--- src/hdl/spi_status_defs.svh ---
`ifndef SPI_STATUS_DEFS_SVH
`define SPI_STATUS_DEFS_SVH

// Command byte layout.
`define CMD_TOGGLE      7
`define CMD_ADDR        6:4
`define CMD_DATA        3:0
`define CMD_PAIR        1:0
`define CMD_SEL         2:0
`define CMD_ON_BIT      0

// Register addresses carried in bits 6 to 4 of a command.
`define ADDR_READBACK   3'h0
`define ADDR_OUTPUT     3'h1
`define ADDR_OC_LEVEL   3'h2
`define ADDR_TIMING     3'h3
`define ADDR_DIRECT     3'h4
`define ADDR_DELAY_WD   3'h5
`define ADDR_NOACT_UOV  3'h6
`define ADDR_TEST       3'h7

// Reset values.
`define SEL_RESET       4'h7
`define CONFIG_RESET    22'h000000
`define FAULT_RESET     7'h00
`define COUNT_RESET     3'h0

// Fault vector positions, matching status bits 6 to 1.
`define FLT_WIDTH       6
`define FLT_OVERTEMP    5
`define FLT_OC_HIGH     4
`define FLT_OC_LOW      3
`define FLT_OPEN_LOAD   2
`define FLT_UNDERVOLT   1
`define FLT_OVERVOLT    0
`define FLT_LATCHED     6'h18

// Synchronised pin vector positions.
`define PIN_COUNT       6
`define PIN_CS          5
`define PIN_SCLK        4
`define PIN_SI          3
`define PIN_IN          2
`define PIN_FSI         1
`define PIN_WAKE        0
`define PIN_RESET       6'h20

`endif

--- src/hdl/spi_status_pkg.sv ---
package spi_status_pkg;

`include "spi_status_defs.svh"

    typedef enum logic {
        LINK_IDLE  = 1'b0,
        LINK_FRAME = 1'b1
    } link_state_t;

    typedef struct packed {
        logic       page;
        logic [2:0] code;
    } select_t;

    typedef struct packed {
        logic       current_sense_enable;
        logic       output_on;
        logic       high_overcurrent_level;
        logic [2:0] low_overcurrent_level;
        logic       open_load_disable;
        logic       overcurrent_timeout_disable;
        logic [1:0] blanking_time_code;
        logic       fast_slew_select;
        logic       high_sense_ratio_select;
        logic       direct_input_disable;
        logic       and_combine_select;
        logic       failsafe_output_state;
        logic [2:0] turn_on_delay_code;
        logic [1:0] watchdog_period_code;
        logic       undervoltage_protection_disable;
        logic       overvoltage_protection_disable;
    } config_t;

endpackage

--- src/hdl/pin_sync.sv ---
`timescale 1ns/1ns

module pin_sync #(
    parameter int               WIDTH = 1,
    parameter logic [WIDTH-1:0] INIT  = '0
) (
    input  wire logic             clk,
    input  wire logic             reset_n,
    input  wire logic [WIDTH-1:0] async_in,
    output logic      [WIDTH-1:0] level
);

    logic [WIDTH-1:0] stage1;
    logic [WIDTH-1:0] stage2;
    logic [WIDTH-1:0] stage3;

    // Stage one feeds stage two only; a change is believed once two and three agree.
    always_ff @(posedge clk or negedge reset_n) begin
        if (!reset_n) begin
            stage1 <= INIT;
            stage2 <= INIT;
            stage3 <= INIT;
        end else begin
            stage1 <= async_in;
            stage2 <= stage1;
            stage3 <= stage2;
        end
    end

    genvar i;
    generate
        for (i = 0; i < WIDTH; i++) begin : g_bit
            always_ff @(posedge clk or negedge reset_n) begin
                if (!reset_n) begin
                    level[i] <= INIT[i];
                end else if (stage2[i] == stage3[i]) begin
                    level[i] <= stage3[i];
                end
            end
        end
    endgenerate

endmodule

--- src/hdl/fault_latch.sv ---
`timescale 1ns/1ns

module fault_latch #(
    parameter int               WIDTH   = 6,
    parameter logic [WIDTH-1:0] LATCHED = '0
) (
    input  wire logic             clk,
    input  wire logic             reset_n,
    input  wire logic             accept,
    input  wire logic [WIDTH-1:0] event_in,
    input  wire logic             clear,
    output logic      [WIDTH-1:0] flags
);

    logic [WIDTH-1:0] pending;
    logic             clear_held;

    // A clear that lands while the flags are frozen waits for the next update.
    always_ff @(posedge clk or negedge reset_n) begin
        if (!reset_n) begin
            clear_held <= 1'b0;
        end else begin
            clear_held <= ~accept & (clear_held | clear);
        end
    end

    wire clear_now = clear | clear_held;

    genvar i;
    generate
        for (i = 0; i < WIDTH; i++) begin : g_flag
            if (LATCHED[i]) begin : g_sticky
                // Events during a frame wait in pending so none is lost; set beats clear.
                always_ff @(posedge clk or negedge reset_n) begin
                    if (!reset_n) begin
                        flags[i]   <= 1'b0;
                        pending[i] <= 1'b0;
                    end else if (accept) begin
                        flags[i]   <= event_in[i] | pending[i] | (flags[i] & ~clear_now);
                        pending[i] <= 1'b0;
                    end else begin
                        pending[i] <= pending[i] | event_in[i];
                    end
                end
            end else begin : g_live
                assign pending[i] = 1'b0;
                always_ff @(posedge clk or negedge reset_n) begin
                    if (!reset_n) begin
                        flags[i] <= 1'b0;
                    end else if (accept) begin
                        flags[i] <= event_in[i];
                    end
                end
            end
        end
    endgenerate

endmodule

--- src/hdl/spi_status_readback.sv ---
`timescale 1ns/1ns
`include "spi_status_defs.svh"

// How it works
// - Falling chip select loads the selected status word into the shift register.
// - Status leaves MSB first on SO while SI bits shift in.
// - After eight bits, SO echoes the SI bits received this frame, in order.
// - Rising chip select commits the command only for a nonzero multiple of eight bits.
// - Rising chip select releases SO and lets fault flags update again.
// - An invalid frame changes nothing: selection, echo and flags stay as before.
// - Status bit 7 echoes the toggle bit of the previous valid command; for codes 101 and 110 it is the sub-page bit.
// - Readback code and sub-page bit of the last select command choose the word.
// - Code 000 returns the six fault flags and the summary flag.
// - Code 001 returns the code, two zeros, sense enable and output-on.
// - Code 010 returns the code, high and low overcurrent levels.
// - Code 011 returns the code, open-load and timeout disables, blanking code.
// - Code 100 returns the code, slew, sense ratio, direct disable, combine select.
// - Code 101 page 0 returns fail-safe output state and turn-on delay code.
// - Code 101 page 1 returns zero, watchdog expired and watchdog period code.
// - Code 110 page 0 returns zero and the live direct, fail-safe, wake pins.
// - Code 110 page 1 returns zeros and both supply protection disables.
// - Code 111, the reset selection, returns null data with low bits zero.
// - Summary fault sets on any fault and clears when a read returns it.
// - Failure output asserts on a fault and releases on a new switch-on.
// - Command bit 7 toggled in output or no-action commands refreshes the watchdog.
module spi_status_readback
    import spi_status_pkg::*;
#(
    parameter logic UV_LATCHED = 1'b0
) (
    input  wire logic    clk,
    input  wire logic    reset_n,
    input  wire logic    cs_n,
    input  wire logic    sclk,
    input  wire logic    si,
    input  wire logic    direct_input,
    input  wire logic    safe_mode_select_input,
    input  wire logic    wake_input,
    input  wire logic    overtemp_event,
    input  wire logic    high_overcurrent_event,
    input  wire logic    low_overcurrent_event,
    input  wire logic    open_load_event,
    input  wire logic    undervoltage_event,
    input  wire logic    overvoltage_event,
    input  wire logic    watchdog_expired,
    output logic         so_out,
    output logic         so_oe,
    output logic         failure_indicator_n,
    output logic         watchdog_refresh,
    output config_t      device_config
);

    localparam logic [`FLT_WIDTH-1:0] LATCH_MASK =
        `FLT_LATCHED | ({{(`FLT_WIDTH-1){1'b0}}, UV_LATCHED} << `FLT_UNDERVOLT);

    ////////////////////////////////////////////////////////////////////////////////
    // Pin sampling and edge detection.

    logic [`PIN_COUNT-1:0] pins;
    logic                  cs_prev;
    logic                  sclk_prev;

    pin_sync #(
        .WIDTH (`PIN_COUNT),
        .INIT  (`PIN_RESET)
    ) u_pin_sync (
        .clk      (clk),
        .reset_n  (reset_n),
        .async_in ({cs_n, sclk, si, direct_input, safe_mode_select_input, wake_input}),
        .level    (pins)
    );

    wire cs_level   = pins[`PIN_CS];
    wire sclk_level = pins[`PIN_SCLK];
    wire si_level   = pins[`PIN_SI];
    wire cs_fall    = cs_prev & ~cs_level;
    wire cs_rise    = ~cs_prev & cs_level;
    // A clock edge counts only inside a frame.
    wire sclk_rise  = ~cs_level & ~cs_prev & ~sclk_prev & sclk_level;
    wire sclk_fall  = ~cs_level & ~cs_prev & sclk_prev & ~sclk_level;

    always_ff @(posedge clk or negedge reset_n) begin
        if (!reset_n) begin
            cs_prev   <= 1'b1;
            sclk_prev <= 1'b0;
        end else begin
            cs_prev   <= cs_level;
            sclk_prev <= sclk_level;
        end
    end

    ////////////////////////////////////////////////////////////////////////////////
    // Frame state, shift chain and bit count.

    link_state_t state;
    link_state_t next_state;
    logic [7:0]  shift;
    logic [2:0]  bit_count;
    logic        got_bits;
    logic        read_was_fault;
    logic [7:0]  status_word;

    always_comb begin
        next_state = state;
        unique case (state)
            LINK_IDLE: begin
                if (cs_fall) begin
                    next_state = LINK_FRAME;
                end
            end
            LINK_FRAME: begin
                if (cs_rise) begin
                    next_state = LINK_IDLE;
                end
            end
        endcase
    end

    wire in_frame  = (state == LINK_FRAME);
    wire len_valid = got_bits & (bit_count == `COUNT_RESET);
    wire commit    = in_frame & cs_rise & len_valid;

    always_ff @(posedge clk or negedge reset_n) begin
        if (!reset_n) begin
            state <= LINK_IDLE;
        end else begin
            state <= next_state;
        end
    end

    // The eight-bit chain first holds the status word, then the SI history,
    // so the bit leaving SO after eight clocks is the first bit received.
    always_ff @(posedge clk or negedge reset_n) begin
        if (!reset_n) begin
            shift <= 8'h00;
        end else if (cs_fall) begin
            shift <= status_word;
        end else if (in_frame && sclk_rise) begin
            shift <= {shift[6:0], si_level};
        end
    end

    always_ff @(posedge clk or negedge reset_n) begin
        if (!reset_n) begin
            bit_count <= `COUNT_RESET;
            got_bits  <= 1'b0;
        end else if (cs_fall) begin
            bit_count <= `COUNT_RESET;
            got_bits  <= 1'b0;
        end else if (in_frame && sclk_rise) begin
            bit_count <= bit_count + 3'h1;
            got_bits  <= 1'b1;
        end
    end

    always_ff @(posedge clk or negedge reset_n) begin
        if (!reset_n) begin
            so_out <= 1'b0;
            so_oe  <= 1'b0;
        end else if (cs_fall) begin
            so_out <= status_word[7];
            so_oe  <= 1'b1;
        end else if (in_frame && cs_rise) begin
            so_oe  <= 1'b0;
        end else if (in_frame && sclk_fall) begin
            so_out <= shift[7];
        end
    end

    ////////////////////////////////////////////////////////////////////////////////
    // Command decode on a valid frame end.

    select_t select;
    logic    toggle_echo;

    wire [2:0] cmd_addr  = shift[`CMD_ADDR];
    wire       cmd_page  = shift[`CMD_TOGGLE];
    wire       wr_select = commit & (cmd_addr == `ADDR_READBACK);
    wire       wr_output = commit & (cmd_addr == `ADDR_OUTPUT);
    wire       wr_level  = commit & (cmd_addr == `ADDR_OC_LEVEL);
    wire       wr_timing = commit & (cmd_addr == `ADDR_TIMING);
    wire       wr_direct = commit & (cmd_addr == `ADDR_DIRECT);
    wire       wr_delay  = commit & (cmd_addr == `ADDR_DELAY_WD) & ~cmd_page;
    wire       wr_wdog   = commit & (cmd_addr == `ADDR_DELAY_WD) & cmd_page;
    wire       wr_noact  = commit & (cmd_addr == `ADDR_NOACT_UOV) & ~cmd_page;
    wire       wr_supply = commit & (cmd_addr == `ADDR_NOACT_UOV) & cmd_page;
    wire       spi_on    = wr_output & shift[`CMD_ON_BIT] & ~device_config.output_on;

    always_ff @(posedge clk or negedge reset_n) begin
        if (!reset_n) begin
            select      <= `SEL_RESET;
            toggle_echo <= 1'b0;
        end else if (commit) begin
            toggle_echo <= shift[`CMD_TOGGLE];
            if (wr_select) begin
                select <= {shift[`CMD_TOGGLE], shift[`CMD_SEL]};
            end
        end
    end

    always_ff @(posedge clk or negedge reset_n) begin
        if (!reset_n) begin
            device_config <= `CONFIG_RESET;
        end else begin
            if (wr_output) begin
                {device_config.current_sense_enable, device_config.output_on} <=
                    shift[`CMD_PAIR];
            end
            if (wr_level) begin
                {device_config.high_overcurrent_level, device_config.low_overcurrent_level} <=
                    shift[`CMD_DATA];
            end
            if (wr_timing) begin
                {device_config.open_load_disable, device_config.overcurrent_timeout_disable,
                 device_config.blanking_time_code} <= shift[`CMD_DATA];
            end
            if (wr_direct) begin
                {device_config.fast_slew_select, device_config.high_sense_ratio_select,
                 device_config.direct_input_disable, device_config.and_combine_select} <=
                    shift[`CMD_DATA];
            end
            if (wr_delay) begin
                {device_config.failsafe_output_state, device_config.turn_on_delay_code} <=
                    shift[`CMD_DATA];
            end
            if (wr_wdog) begin
                device_config.watchdog_period_code <= shift[`CMD_PAIR];
            end
            if (wr_supply) begin
                {device_config.undervoltage_protection_disable,
                 device_config.overvoltage_protection_disable} <= shift[`CMD_PAIR];
            end
        end
    end

    // Only output and no-action commands carry a refresh; a toggle is a change of bit 7.
    wire refresh_now = (wr_output | wr_noact) & (shift[`CMD_TOGGLE] != toggle_echo);

    always_ff @(posedge clk or negedge reset_n) begin
        if (!reset_n) begin
            watchdog_refresh <= 1'b0;
        end else begin
            watchdog_refresh <= refresh_now;
        end
    end

    ////////////////////////////////////////////////////////////////////////////////
    // Fault flags, summary flag and failure output.

    logic [`FLT_WIDTH-1:0] fault_live;
    logic                  fault_summary;
    logic [2:0]            direct_prev;

    wire [`FLT_WIDTH-1:0] fault_events = {
        overtemp_event,
        high_overcurrent_event,
        low_overcurrent_event,
        open_load_event,
        undervoltage_event & ~device_config.undervoltage_protection_disable,
        overvoltage_event & ~device_config.overvoltage_protection_disable
    };
    wire any_fault   = |fault_events;
    wire direct_rise = pins[`PIN_IN] & ~direct_prev[0] & ~device_config.direct_input_disable;
    wire switch_on   = spi_on | direct_rise;

    // Latched overcurrent flags are cleared by a new switch-on, like the failure output.
    fault_latch #(
        .WIDTH   (`FLT_WIDTH),
        .LATCHED (LATCH_MASK)
    ) u_fault_latch (
        .clk      (clk),
        .reset_n  (reset_n),
        .accept   (~in_frame),
        .event_in (fault_events),
        .clear    (switch_on),
        .flags    (fault_live)
    );

    wire [6:0] fault_flags = {fault_live, fault_summary};

    always_ff @(posedge clk or negedge reset_n) begin
        if (!reset_n) begin
            fault_summary  <= 1'b0;
            read_was_fault <= 1'b0;
        end else begin
            if (cs_fall) begin
                read_was_fault <= (select.code == `ADDR_READBACK);
            end
            // A fault arriving with the clearing read wins.
            if (any_fault) begin
                fault_summary <= 1'b1;
            end else if (commit && read_was_fault) begin
                fault_summary <= 1'b0;
            end
        end
    end

    always_ff @(posedge clk or negedge reset_n) begin
        if (!reset_n) begin
            failure_indicator_n <= 1'b1;
            direct_prev         <= 3'h0;
        end else begin
            direct_prev <= {direct_prev[1:0], pins[`PIN_IN]};
            if (any_fault) begin
                failure_indicator_n <= 1'b0;
            end else if (switch_on) begin
                failure_indicator_n <= 1'b1;
            end
        end
    end

    ////////////////////////////////////////////////////////////////////////////////
    // Status word selection.

    wire       paged     = (select.code == `ADDR_DELAY_WD) | (select.code == `ADDR_NOACT_UOV);
    wire       top_bit   = paged ? select.page : toggle_echo;
    wire [2:0] pin_levels = {pins[`PIN_IN], pins[`PIN_FSI], pins[`PIN_WAKE]};

    wire [3:0] low_output = {2'h0, device_config.current_sense_enable,
                             device_config.output_on};
    wire [3:0] low_level  = {device_config.high_overcurrent_level,
                             device_config.low_overcurrent_level};
    wire [3:0] low_timing = {device_config.open_load_disable,
                             device_config.overcurrent_timeout_disable,
                             device_config.blanking_time_code};
    wire [3:0] low_direct = {device_config.fast_slew_select,
                             device_config.high_sense_ratio_select,
                             device_config.direct_input_disable,
                             device_config.and_combine_select};
    wire [3:0] low_delay  = select.page ?
                            {1'h0, watchdog_expired, device_config.watchdog_period_code} :
                            {device_config.failsafe_output_state,
                             device_config.turn_on_delay_code};
    wire [3:0] low_pins   = select.page ?
                            {2'h0, device_config.undervoltage_protection_disable,
                             device_config.overvoltage_protection_disable} :
                            {1'h0, pin_levels};

    wire [3:0] low_word =
        (select.code == `ADDR_OUTPUT)   ? low_output :
        (select.code == `ADDR_OC_LEVEL) ? low_level  :
        (select.code == `ADDR_TIMING)   ? low_timing :
        (select.code == `ADDR_DIRECT)   ? low_direct :
        (select.code == `ADDR_DELAY_WD) ? low_delay  : low_pins;

    // Null data keeps the echo bit so a chain still sees the refresh history.
    assign status_word =
        (select.code == `ADDR_READBACK) ? {toggle_echo, fault_flags} :
        (select.code == `ADDR_TEST)     ? {toggle_echo, 7'h00}       :
                                          {top_bit, select.code, low_word};

endmodule

--- config.mk ---
export PLATFORM = sky130hd
export DESIGN_NAME = spi_status_readback
export DESIGN_NICKNAME = d
export VERILOG_FILES = /design/src/hdl/spi_status_pkg.sv /design/src/hdl/pin_sync.sv /design/src/hdl/fault_latch.sv /design/src/hdl/spi_status_readback.sv
export VERILOG_INCLUDE_DIRS = /design/src /design/src/hdl
export SDC_FILE = /design/constraint.sdc
export NUM_CORES = 1
export LEC_CHECK = 0
export BUFFER_PORTS_ARGS = -buffer_cell sky130_fd_sc_hd__buf_2
export CORE_ASPECT_RATIO = 1.25
export CORE_UTILIZATION = 38
export DETAILED_ROUTE_END_ITERATION = 7
export MAX_ROUTING_LAYER = met4
export SYNTH_ARGS = -nofsm -noshare
export SYNTH_HDL_FRONTEND = slang
export SYNTH_SLANG_ARGS = --single-unit
--- constraint.sdc ---
create_clock -name clk -period 2.6 [get_ports clk]
set_input_delay 0.26 -clock clk [delete_from_list [all_inputs] [get_ports clk]]
set_output_delay 0.26 -clock clk [all_outputs]
set_load 0.05 [all_outputs]
Word level (Yosys, flattened, before mapping)
Cells that the tools add are included.
W data, S select, Z words.
{ "word_totals": {"reg_bits": 82, "input_bits": 15, "out_inout_bits": 26, "word_cells": 168} }
{ "op_classes": {"n_addsub": 1, "n_eq_ne": 21, "mux": 30, "n_bitwise": 51, "reduce_logical": 15} }
{ "ops": {"columns": ["op", "n"], "rows": [
  ["$mux W8", 4],
  ["$and A1 B1 Y1", 31],
  ["$mux W4", 6],
  ["$eq A3 B3 Y1 const B", 7],
  ["$mux W1", 16],
  ["$eq A3 B2 Y1 const B", 4],
  ["$not A1 Y1", 12],
  ["$reduce_bool A2 Y1", 5],
  ["$logic_not A3 Y1", 3],
  ["$mux W3", 3],
  ["$or A1 B1 Y1", 8],
  ["$eq A1 B1 Y1", 6],
  ["$eq A3 B1 Y1 const B", 2],
  ["$reduce_or A6 Y1", 1],
  ["$logic_and A1 B1 Y1", 4],
  ["$reduce_and A2 Y1", 2],
  ["$add A3 B1 Y3 const B", 1],
  ["$ne A2 B2 Y1 const B", 1],
  ["$pmux W1 S2", 1],
  ["$ne A1 B1 Y1", 1]
]} }

Logic depth before layout (Yosys ltp)
Gate-level depths: netlist of run 1.
{ "logic_depth": {"ltp_word": 12, "depth_mapped": 8} }

Cells and area by module
Synthesis of run 1 repeated with hierarchy kept, for this count alone.
{ "hier_totals": {"hier_cells": 280, "area_unflattened_um2": 3519.6} }
{ "by_module_without_submodules": {"columns": ["mod", "instances", "cells_each", "area_each_um2"], "rows": [
  ["spi_status_readback", 1, 223, 2492.4],
  ["pin_sync", 1, 30, 673.1],
  ["fault_latch", 1, 27, 354.1]
]} }

Least setup slack after synthesis of run 1
Ideal clock, no wire load.
{ "synth_timing": {"path_kind": "register to register", "from": "reg u_pin_sync.level[5]", "to": "reg device_config[16] (netlist bit)", "setup_ns": 0.125, "arrival_time_ns": 1.697, "path_slack_ns": 0.779, "stages_incl_launch_ff": 7, "period_less_slack_ns": 1.821, "path_cell_list": "dfstp_2 > buf_6 > and4b_4 > and2_4 > buf_6 > and4b_4 > mux2_2"} }
{ "synth_via": {"elab_chain_len": 4} }
{ "synth_lines": {"columns": ["element", "line_no", "text"], "rows": [
  ["start, declared", "pin_sync.sv:10", "output logic [WIDTH-1:0] level"],
  ["start signal, assigned by index", "pin_sync.sv:35", "level[i] <= INIT[i];"],
  ["start signal, assigned by index", "pin_sync.sv:37", "level[i] <= stage3[i];"],
  ["$and A1 B1 Y1", "spi_status_readback.sv:77", "wire cs_rise = ~cs_prev & cs_level;"],
  ["$and A1 B1 Y1 (2 in a row)", "spi_status_readback.sv:121", "wire commit = in_frame & cs_rise & len_valid;"],
  ["$and A1 B1 Y1", "spi_status_readback.sv:180", "wire wr_level = commit & (cmd_addr == `ADDR_OC_LEVEL);"],
  ["end signal, assigned", "spi_status_readback.sv:203", "device_config <= `CONFIG_RESET;"],
  ["end, declared", "spi_status_readback.sv:50", "output config_t device_config"]
]} }
Every way passes these cells.
A chain may end at the register's enable or synchronous reset.

Final worst setup path of run 1
{ "layout_timing": {"from": "reg state (netlist: in_frame)", "to": "reg shift[5]"} }
{ "layout_via": {"elab_chain_len": 2} }
{ "layout_lines": {"columns": ["element", "line_no", "text"], "rows": [
  ["start, declared", "spi_status_readback.sv:95", "link_state_t state;"],
  ["start signal, assigned", "spi_status_readback.sv:127", "state <= next_state;"],
  ["$logic_and A1 B1 Y1", "spi_status_readback.sv:138", "end else if (in_frame && sclk_rise) begin"],
  ["$reduce_bool A2 Y1 (no line)", null, null],
  ["end signal, assigned", "spi_status_readback.sv:137", "shift <= status_word;"],
  ["end signal, assigned", "spi_status_readback.sv:139", "shift <= {shift[6:0], si_level};"],
  ["end, declared", "spi_status_readback.sv:97", "logic [7:0] shift;"]
]} }
Every way passes these cells.

==> out/metrics.csv, run 1 <==
metric;value;unit
first_global_vias;2510;
cp_max_fo;18;
status;complete, no violations;
clkTransAtPathRegs;0.06;ns
fin_nets;350;
cp.required;2.82;ns
hold_class;primary input to register;
postSynthAreaPerCell;12.0;sq um
dp_hpwl;5430;um
drtIter0Drc;141;
std_cell_rows;39;
grt_antenna_before_repair;0;
area_growth;16.3;%
wl_per_cell;17.1;um
diodes;0;
fin_crit;2.06;ns
cts_tree;yes;
p_leak;1.94;nW
hold_violations;0;
yosysTopAreaCell;dfrtp_1;
crit_slowest_cell;dfrtp_1;
die_h;111;um
timing.final.ws_setup;0.541;ns
cts_root_buf;clkbuf_16;
finClkSkew;0.00608;ns
fp.dieArea;0.00993;sq mm
finalSetupViolCount;0;
firstDrtPassIters;4;
vias;2403;
routed_via_density;5.21;
ys_ff_latch;82;
drive_above_1_share;31.7;%
ir_worst_vdd;0.000477;V
rsz0062_at_grt;false;
insertion_delay;0.34;ns
syn_nets;318;
grt_pass1_wl;13300;um
ctsHoldBuffers;0;
path_class;register to register;
initial_core_util;39.3;%
power_density;940;mW/mm^2
cp-start-kind;register;
synth-seq-area-share;57.0;%
arrival;2.28;ns
syn-cell-area;0.00362;sq mm
worstPathCellList;nor4b_4, and2_1, nor2_2, a221o_1;
port_buffers;40;
slew_headroom;32.8;%
synth_common_cells;73 x dfrtp_1, 28 x mux2_2, 18 x nand2_1;
tightest_slew;1.01;ns
netlist_instances;301;
post_cts_buffers;0;
postCtsResizedCells;0;
dpl_worst_slack;0.574;ns
track_usage;18.8;%
synth_top_area_share;50.4;%
grt_remaining_overflow;0;
setup_tns;0;ns
maxCapViolCount;0;
synth_edf_count;0;
yosysWarnings;0;
drc_errors;0;
finalMaxSlewViolations;0;
synthTopCellsByArea;dfrtp_1 50%, mux2_2 8.7%, dfstp_2 6.5%;
synthMostInstantiatedCell;dfrtp_1;
grt_start_max_net_pins;83;
io_pins;41;
worstSetupEndpointType;register;
numCtsBuffers;9;
wirelength;7900;um
netlist-cell-type-count;52;
max_stage_delay;0.69;ns
die_w;89.3;um
gp_congestion;0.874;
fin_crit_sh;79.2;%
clock.fmax;486;MHz
cts_num_sinks;82;
cts.htree.levels;3;
clock_path_buffers;2;
async_flop_share;100;%
ys.flop_type;dfrtp_1;
ant_nets;0;
core;0.00922;sq mm
kinds of logic (layout without fill, tap and decap cells):
kind of cell             count (synthesis)  count (layout)  synth area share (%)
multiplexers                            38              38                  12.0
XOR/XNOR                                 2               2                 0.484
flip-flops                              82              82                  57.0
AO/OA/AOI/OAI                           56              56                  10.1
adder cells (fa/ha/maj)                  9               9                  2.63
buffers and inverters                   31              68                  4.15
AND/OR/NAND/NOR                         83              83                  13.6
area by class of cell:
type                            instances  area (sq um)
Clock buffer                           10           229
Tap cell                              123           154
Fill cell                             836          5010
Timing Repair Buffer                   41           210
Sequential cell                        82          2060
Inverter                               11          41.3
Clock inverter                          6           105
Multi-Input combinational cell        188          1410
stage by stage:
step | cell area, sq um | util (%) | hold WS (ns) | cells | total power, mW
floorplan | 3620 | - | -0.0356 | 301 | 2.29
global placement | 3880 | 42.0 | 0.333 | 445 | 2.55
detailed placement | 3880 | 42.0 | 0.336 | 445 | 2.56
CTS | 4210 | 45.7 | 0.0144 | 461 | 3.99
global route | 4210 | 45.7 | 0.0178 | 461 | 4.14
finish | 4210 | 45.7 | 0.0216 | 461 | 3.96
report_power, final:
group | switching [mW] | total (mW) | leakage (nW) | internal (mW)
Clock | 0.491 | 1.42 | 0.166 | 0.933
Sequential | 0.311 | 1.79 | 1.01 | 1.48
Combinational | 0.446 | 0.747 | 0.763 | 0.301
cells in the final DEF (no fill, tap or decap), types with 7 or more instances in the layout:
cell type / netlist / layout
a21oi_1: 15 / 15
buf_2: 6 / 39
clkbuf_16: 0 / 9
dfrtp_1: 73 / 73
dfstp_2: 9 / 9
inv_1: 11 / 11
maj3_1: 7 / 7
mux2_2: 28 / 28
nand2_1: 18 / 18
nand2b_1: 7 / 7
nor2_1: 15 / 15
nor2b_1: 9 / 9
o21ai_0: 12 / 12
flip-flops by register name (all words and copies together) (netlist names), 2 cells and up:
signal and flops:
device_config 22, shift 8, u_fault_latch.flags 6, u_pin_sync.level 6, u_pin_sync.stage1 6, u_pin_sync.stage2 6
u_pin_sync.stage3 6, select 4, bit_count 3, u_fault_latch.pending 2
metal layers:
metal	GRT usage (%)	part of all wire, %	vias to the layer above
met1	24.6	45	1203
met5	-	0	-
met4	10.3	3.4	0
met3	2.53	3.0	19
met2	28.0	49	50
li1	-	-	1131
path summary, 6_finish.rpt:
| check | from | end | slack, ns | cells past startpoint |
|---|---|---|---|---|
| max | in_frame | shift[5] | 0.54 | 4 |
| min | cs_n | u_pin_sync.stage1[5] | 0.02 | 1 |
| max reg2reg | in_frame | shift[5] | 0.54 | 4 |
| min reg2reg | u_pin_sync.stage1[0] | u_pin_sync.stage2[0] | 0.35 | 0 |
| max in group asynchronous | reset_n | device_config[17] | 1.86 | 1 |
| min in group asynchronous | reset_n | u_pin_sync.stage1[3] | 0.08 | 1 |
worst max-delay path, delay by kind of cell, from the launching register on:
| family | cells | cell delay, ns |
|---|---|---|
| AOI/OAI and AO/OA | 1 | 0.30 |
| DFF | 1 | 0.69 |
| and+or+nand+nor | 3 | 0.94 |
Note: power is estimated with default switching activity, not from simulation.
==> run 2, diff against run 1 <==
==> constraint.sdc (replaced) <==
create_clock -name clk -period 2.1 [get_ports clk]
set_input_delay 0.21 -clock clk [delete_from_list [all_inputs] [get_ports clk]]
set_output_delay 0.21 -clock clk [all_outputs]
set_load 0.05 [all_outputs]
==> run 2 against run 1 <==
Compared with the run above:
- sequential share of layout area decreased by 2.1 points
- via count rose by 3.9%
- critical path type unchanged
- largest power group unchanged
- sequential power rose by 20%
- first-iteration DRC count down 7.1%
- sequential cell count is the same
- combinational power rose by 43%
- final cell count rose by 4.1%
==> out/metrics.csv, run 2 (synthesis gave the netlist of run 1 again) <==
metric;value;unit;change
status;complete, no violations;;
die_w;89.3;um;unchanged
post_cts_buffers;0;;unchanged
diodes;0;;unchanged
fin_crit_sh;86.3;%;+7.1 points
cts_tree;yes;;
clock.fmax;552;MHz;+14%
p_leak;2.03;nW;+4.8%
fin_nets;369;;+5.4%
first_global_vias;2486;;-0.96%
clock_path_buffers;2;;unchanged
ant_nets;0;;unchanged
worstSetupEndpointType;register;;
hold_class;primary input to register;;
cts.htree.levels;3;;unchanged
track_usage;18.9;%;+0.076 points
gp_congestion;0.834;;-4.6%
slew_headroom;64.5;%;+32 points
stdcell_area;0.00440;sq mm;+4.4%
rsz0062_at_grt;false;;
cts_num_sinks;82;;unchanged
io_pins;41;;unchanged
setup_tns;0;ns;unchanged
layout_commonest_cell;dfrtp_1;;
cts_root_buf;clkbuf_16;;
firstDrtPassIters;4;;unchanged
arrival;2.04;ns;-0.24 ns
std_cell_rows;39;;unchanged
dpl_cell_area;0.00398;sq mm;+2.6%
whs;0.130;ns;+0.109 ns
ctsHoldBuffers;7;;+7
grt_remaining_overflow;0;;unchanged
vias;2497;;+3.9%
fin_crit;1.81;ns;-0.246 ns
initial_core_util;39.3;%;unchanged
die_h;111;um;unchanged
fp.dieArea;0.00993;sq mm;unchanged
ir_worst_vdd;0.000659;V;+38%
drc_errors;0;;unchanged
largest_reg_flops;22;;unchanged
drive_above_1_share;33.3;%;+1.7 points
cp.required;2.33;ns;-0.49 ns
wl_per_cell;16.7;um;-2.5%
tightest_slew;0.532;ns;-0.476 ns
insertion_delay;0.34;ns;about the same
drtIter0Drc;131;;-7.1%
wirelength;8020;um;+1.5%
reg_top3;device_config x22, shift x8;;
grt_pass1_wl;13300;um;-0.11%
cp_max_fo;3;;-15
area_growth;21.3;%;
maxCapViolCount;0;;unchanged
postCtsResizedCells;0;;unchanged
port_buffers;40;;unchanged
numCtsBuffers;9;;unchanged
clkTransAtPathRegs;0.06;ns;about the same
cp-start-kind;register;;
regMostFlops;device_config;;
core;0.00922;sq mm;unchanged
hold_violations;0;;unchanged
dp_hpwl;5760;um;+6.1%
finalMaxSlewViolations;0;;unchanged
finClkSkew;0.00727;ns;+0.00120 ns
finalSetupViolCount;0;;unchanged
grt_antenna_before_repair;0;;unchanged
power_density;1140;mW/mm^2;+21%
final_cell_mix;73 x dfrtp_1, 39 x buf_2, 28 x mux2_2, 18 x nand2_1;;
path_class;register to register;;
grt_start_max_net_pins;44;;-47%
routed_via_density;5.20;;-0.20%
run 2: cell types whose count changed in the layout (fill, tap and decap cells not counted):
| cell | previous run | this run |
|---|---|---|
| clkbuf_8 | 0 | 1 |
| dlygate4sd3_1 | 0 | 7 |
| clkinvlp_4 | 0 | 1 |
| buf_4 | 2 | 13 |
| buf_12 | 0 | 1 |
| clkinv_2 | 3 | 1 |
run 2: area by class of cell:
class,instances,area (sq um)
Fill cell,823,4830
Sequential cell,82,2060
Multi-Input combinational cell,188,1410
Timing Repair Buffer,60,383
Clock buffer,11,243
Tap cell,123,154
Clock inverter,5,103
Inverter,11,41.3
run 2: worst max-delay path, stage by stage (launching register included):
cell     delay, ns
dfrtp_1       0.39
inv_1         0.08
ha_1          0.14
and4b_4       0.24
nand4_1       0.14
nor3b_1       0.33
mux2_2        0.37
run 2: power by group:
group          leakage [nW]  internal (mW)  switching (mW)
logic                 0.856          0.430           0.641
clock network         0.166           1.19           0.602
registers              1.01           1.83           0.311
total                  2.03           3.45            1.55
run 2: worst paths after layout:
kind / start / to / slack (ns) / cells after the start
worst min-delay path: overtemp_event / u_fault_latch.flags[5] / 0.13 / 2
worst max-delay path: bit_count[1] / device_config[1] / 0.29 / 6
max in group asynchronous: reset_n / cs_prev / 1.01 / 3
min in group asynchronous: reset_n / u_pin_sync.stage2[3] / 0.39 / 2
worst max register to register: bit_count[1] / device_config[1] / 0.29 / 6
worst min register to register: u_pin_sync.stage1[1] / u_pin_sync.stage2[1] / 0.35 / 0
run 2: layer usage:
layer	global-route usage, %	share of wire [%]
met3	3.87	4.2
met5	-	0
met4	9.42	2.2
met1	24.1	45
met2	28.2	49
run 2: stage by stage:
stage	utilization, %	cells	setup WS [ns]	power (mW)
after floorplan	-	301	0.279	2.84
after global placement	43.2	457	0.317	3.21
after detailed placement	43.2	457	0.297	3.22
after CTS	47.7	480	0.276	5.04
after global routing	47.7	480	0.120	5.25
final	47.7	480	0.287	5.00
==> run 3, diff against run 2 <==
--- a/config.mk
+++ b/config.mk
@@ -8,7 +8,7 @@
 export LEC_CHECK = 0
 export BUFFER_PORTS_ARGS = -buffer_cell sky130_fd_sc_hd__buf_2
 export CORE_ASPECT_RATIO = 1.25
-export CORE_UTILIZATION = 38
+export CORE_UTILIZATION = 40
 export DETAILED_ROUTE_END_ITERATION = 7
 export MAX_ROUTING_LAYER = met4
 export SYNTH_ARGS = -nofsm -noshare
==> run 3 against run 2 <==
Compared with the run above:
- critical path depth stayed put
- sequential share of layout area is 1.9 points higher
- register-to-register slack hardly changed
- largest power group unchanged
- highest routed layer unchanged
- largest cell class unchanged
- non-clock buffer count is 3 lower
- setup slack worse by 0.013 ns
- core utilization is 0.60 points higher
==> out/metrics.csv, run 3 (synthesis gave the netlist of run 1 again) <==
metric;value;unit;change
instances_no_fill;474;;-1.3%
grt_remaining_overflow;0;;unchanged
min_to;u_fault_latch.flags[5];;
cts_num_sinks;82;;unchanged
io_pins;41;;unchanged
max_stage_delay;0.39;ns;about the same
wl_per_cell;17.1;um;+2.3%
path_delay_family;simple AND/OR/NAND/NOR gates;;
p_int;2.85;mW;-17%
fp.dieArea;0.00944;sq mm;-4.9%
grt_antenna_before_repair;0;;unchanged
drtIter0Drc;153;;+17%
hold_depth;2;;unchanged
finalMaxSlewViolations;0;;unchanged
numCtsBuffers;9;;unchanged
fin_crit;1.83;ns;+0.0134 ns
power_density;1030;mW/mm^2;-9.6%
cp_max_fo;3;;unchanged
hold_class;primary input to register;;
ir_worst_vdd;0.000558;V;-15%
port_buffers;40;;unchanged
slew_headroom;59.6;%;-4.9 points
worstPathCellList;inv_1, ha_1, and4b_4, nand4_1, nor3b_1, mux2_2;;
largest_reg_flops;22;;unchanged
reg_top3;device_config x22, shift x8;;
wl_met2;3950;um;+0.46%
clkTransAtPathRegs;0.08;ns;+0.02 ns
final_cell_mix;73 x dfrtp_1, 39 x buf_2, 28 x mux2_2, 18 x nand2_1;;
finClkSkew;0.00911;ns;+0.00183 ns
sw_frac_of_total;34.3;%;+3.2 points
routed_via_density;5.23;;+0.62%
p_leak;1.95;nW;-3.8%
firstDrtPassIters;4;;unchanged
rrSetupSlack;0.27;ns;about the same
final_core_util;48.3;%;+0.60 points
routed-wl-met3;357;um;+6.9%
layout_commonest_cell;dfrtp_1;;
cp.required;2.34;ns;about the same
track_usage;19.5;%;+0.66 points
tightest_slew;0.606;ns;+0.0739 ns
ant_nets;0;;unchanged
clkPwrFrac;26.5;%;-9.3 points
gp_congestion;0.827;;-0.79%
setup_tns;0;ns;unchanged
dpl_worst_slack;0.286;ns;-0.0110 ns
timing.final.ws_setup;0.274;ns;-0.0134 ns
vias;2481;;-0.64%
met1_length;3560;um;-0.22%
clock_path_buffers;2;;unchanged
dp.cells;451;;-1.3%
dp_hpwl;5670;um;-1.5%
rr_worst_depth;6;;unchanged
hold_violations;0;;unchanged
p_comb_share;23.7;%;+2.3 points
wirelength;8110;um;+1.1%
critPathBufInv;1;;unchanged
r2r-end;device_config[3];;
status;complete, no violations;;
worstSetupEndpointType;register;;
cts.htree.levels;3;;unchanged
crit_slowest_cell;dfrtp_1;;
highest_layer;met4;;
postCtsResizedCells;0;;unchanged
cts_tree;yes;;
path_class;register to register;;
core;0.00875;sq mm;-5.1%
fin_nets;366;;-0.81%
diodes;0;;unchanged
worstHoldStart;overtemp_event;;
maxCapViolCount;0;;unchanged
grt_pass1_wl;13000;um;-2.0%
arrival;2.07;ns;+0.03 ns
first_global_vias;2431;;-2.2%
finalSetupViolCount;0;;unchanged
rr_startpoint;bit_count[1];;
p_seq_share;49.8;%;+7.0 points
cts_root_buf;clkbuf_8;;
initial_core_util;41.4;%;+2.1 points
clock.fmax;548;MHz;-0.73%
die_h;108;um;-2.5%
insertion_delay;0.35;ns;about the same
area_growth;16.5;%;
regMostFlops;device_config;;
drive_above_1_share;32.2;%;-1.1 points
grt_start_max_net_pins;49;;+11%
rsz0062_at_grt;false;;
power.net_switching;1.49;mW;-4.2%
std_cell_rows;38;;-2.6%
cp-start-kind;register;;
fin_crit_sh;87.0;%;+0.64 points
die_w;87.1;um;-2.5%
drc_errors;0;;unchanged
[run 3: cell count changes in the layout (fill, tap and decap cells not counted)]
cell | before | now
buf_4 | 13 | 10
clkbuf_16 | 9 | 0
clkbuf_8 | 1 | 11
clkbuf_1 | 1 | 3
clkinvlp_4 | 1 | 0
bufinv_16 | 3 | 1
[run 3: how the worst max path moves through the flow]
stage	start	to	slack, ns	cells after the start
final	bit_count[1]	device_config[3]	0.27	6
after global routing	select[0]	so_out	0.14	4
after CTS	bit_count[0]	device_config[3]	0.28	6
after detailed placement	bit_count[0]	device_config[3]	0.29	6
after global placement	bit_count[0]	device_config[3]	0.31	6
after floorplan	u_pin_sync.level[5]	device_config[16]	0.28	6
[run 3: worst reg2reg max path: cells and delay by family (launching register included)]
kind          cells  cell delay, ns
buf+inv           1            0.08
simple gates      3            0.75
fa+ha+maj         1            0.14
mux               1            0.37
flops             1            0.39
[run 3: through the flow]
step	hold WS [ns]	area, sq um	power, mW
after floorplan	-0.0856	3620	2.84
after global placement	0.255	3950	3.20
after detailed placement	0.267	3950	3.21
after CTS	0.0967	4220	4.38
after global routing	0.107	4220	4.57
final	0.112	4220	4.34
[run 3: power groups by stage]
stage | Clock, mW | Combinational (mW) | Sequential (mW)
floorplan | 0 | 0.616 | 2.23
global placement | 0 | 1.02 | 2.18
detailed placement | 0 | 1.03 | 2.19
CTS | 1.18 | 1.04 | 2.16
global route | 1.24 | 1.13 | 2.20
finish | 1.15 | 1.03 | 2.16
[run 3: final cells by class]
class | instances | area (sq um)
tap | 120 | 150
multi-input combinational | 188 | 1410
fill | 840 | 4530
clock inverter | 2 | 35.0
sequential | 82 | 2060
clock buffer | 14 | 163
inverter | 11 | 41.3
timing repair buffer | 57 | 360
[run 3: metal layers]
| metal | GRT usage, % | up-vias |
|---|---|---|
| met5 | - | - |
| met1 | 23.9 | 1239 |
| met3 | 4.43 | 21 |
| li1 | - | 1156 |
| met2 | 30.7 | 65 |
| met4 | 9.02 | 0 |
[run 3: repair_timing]
item,in CTS,in global routing
hold buffers,7,0
endpoints found under the hold margin,48,0
buffers inserted,0,0
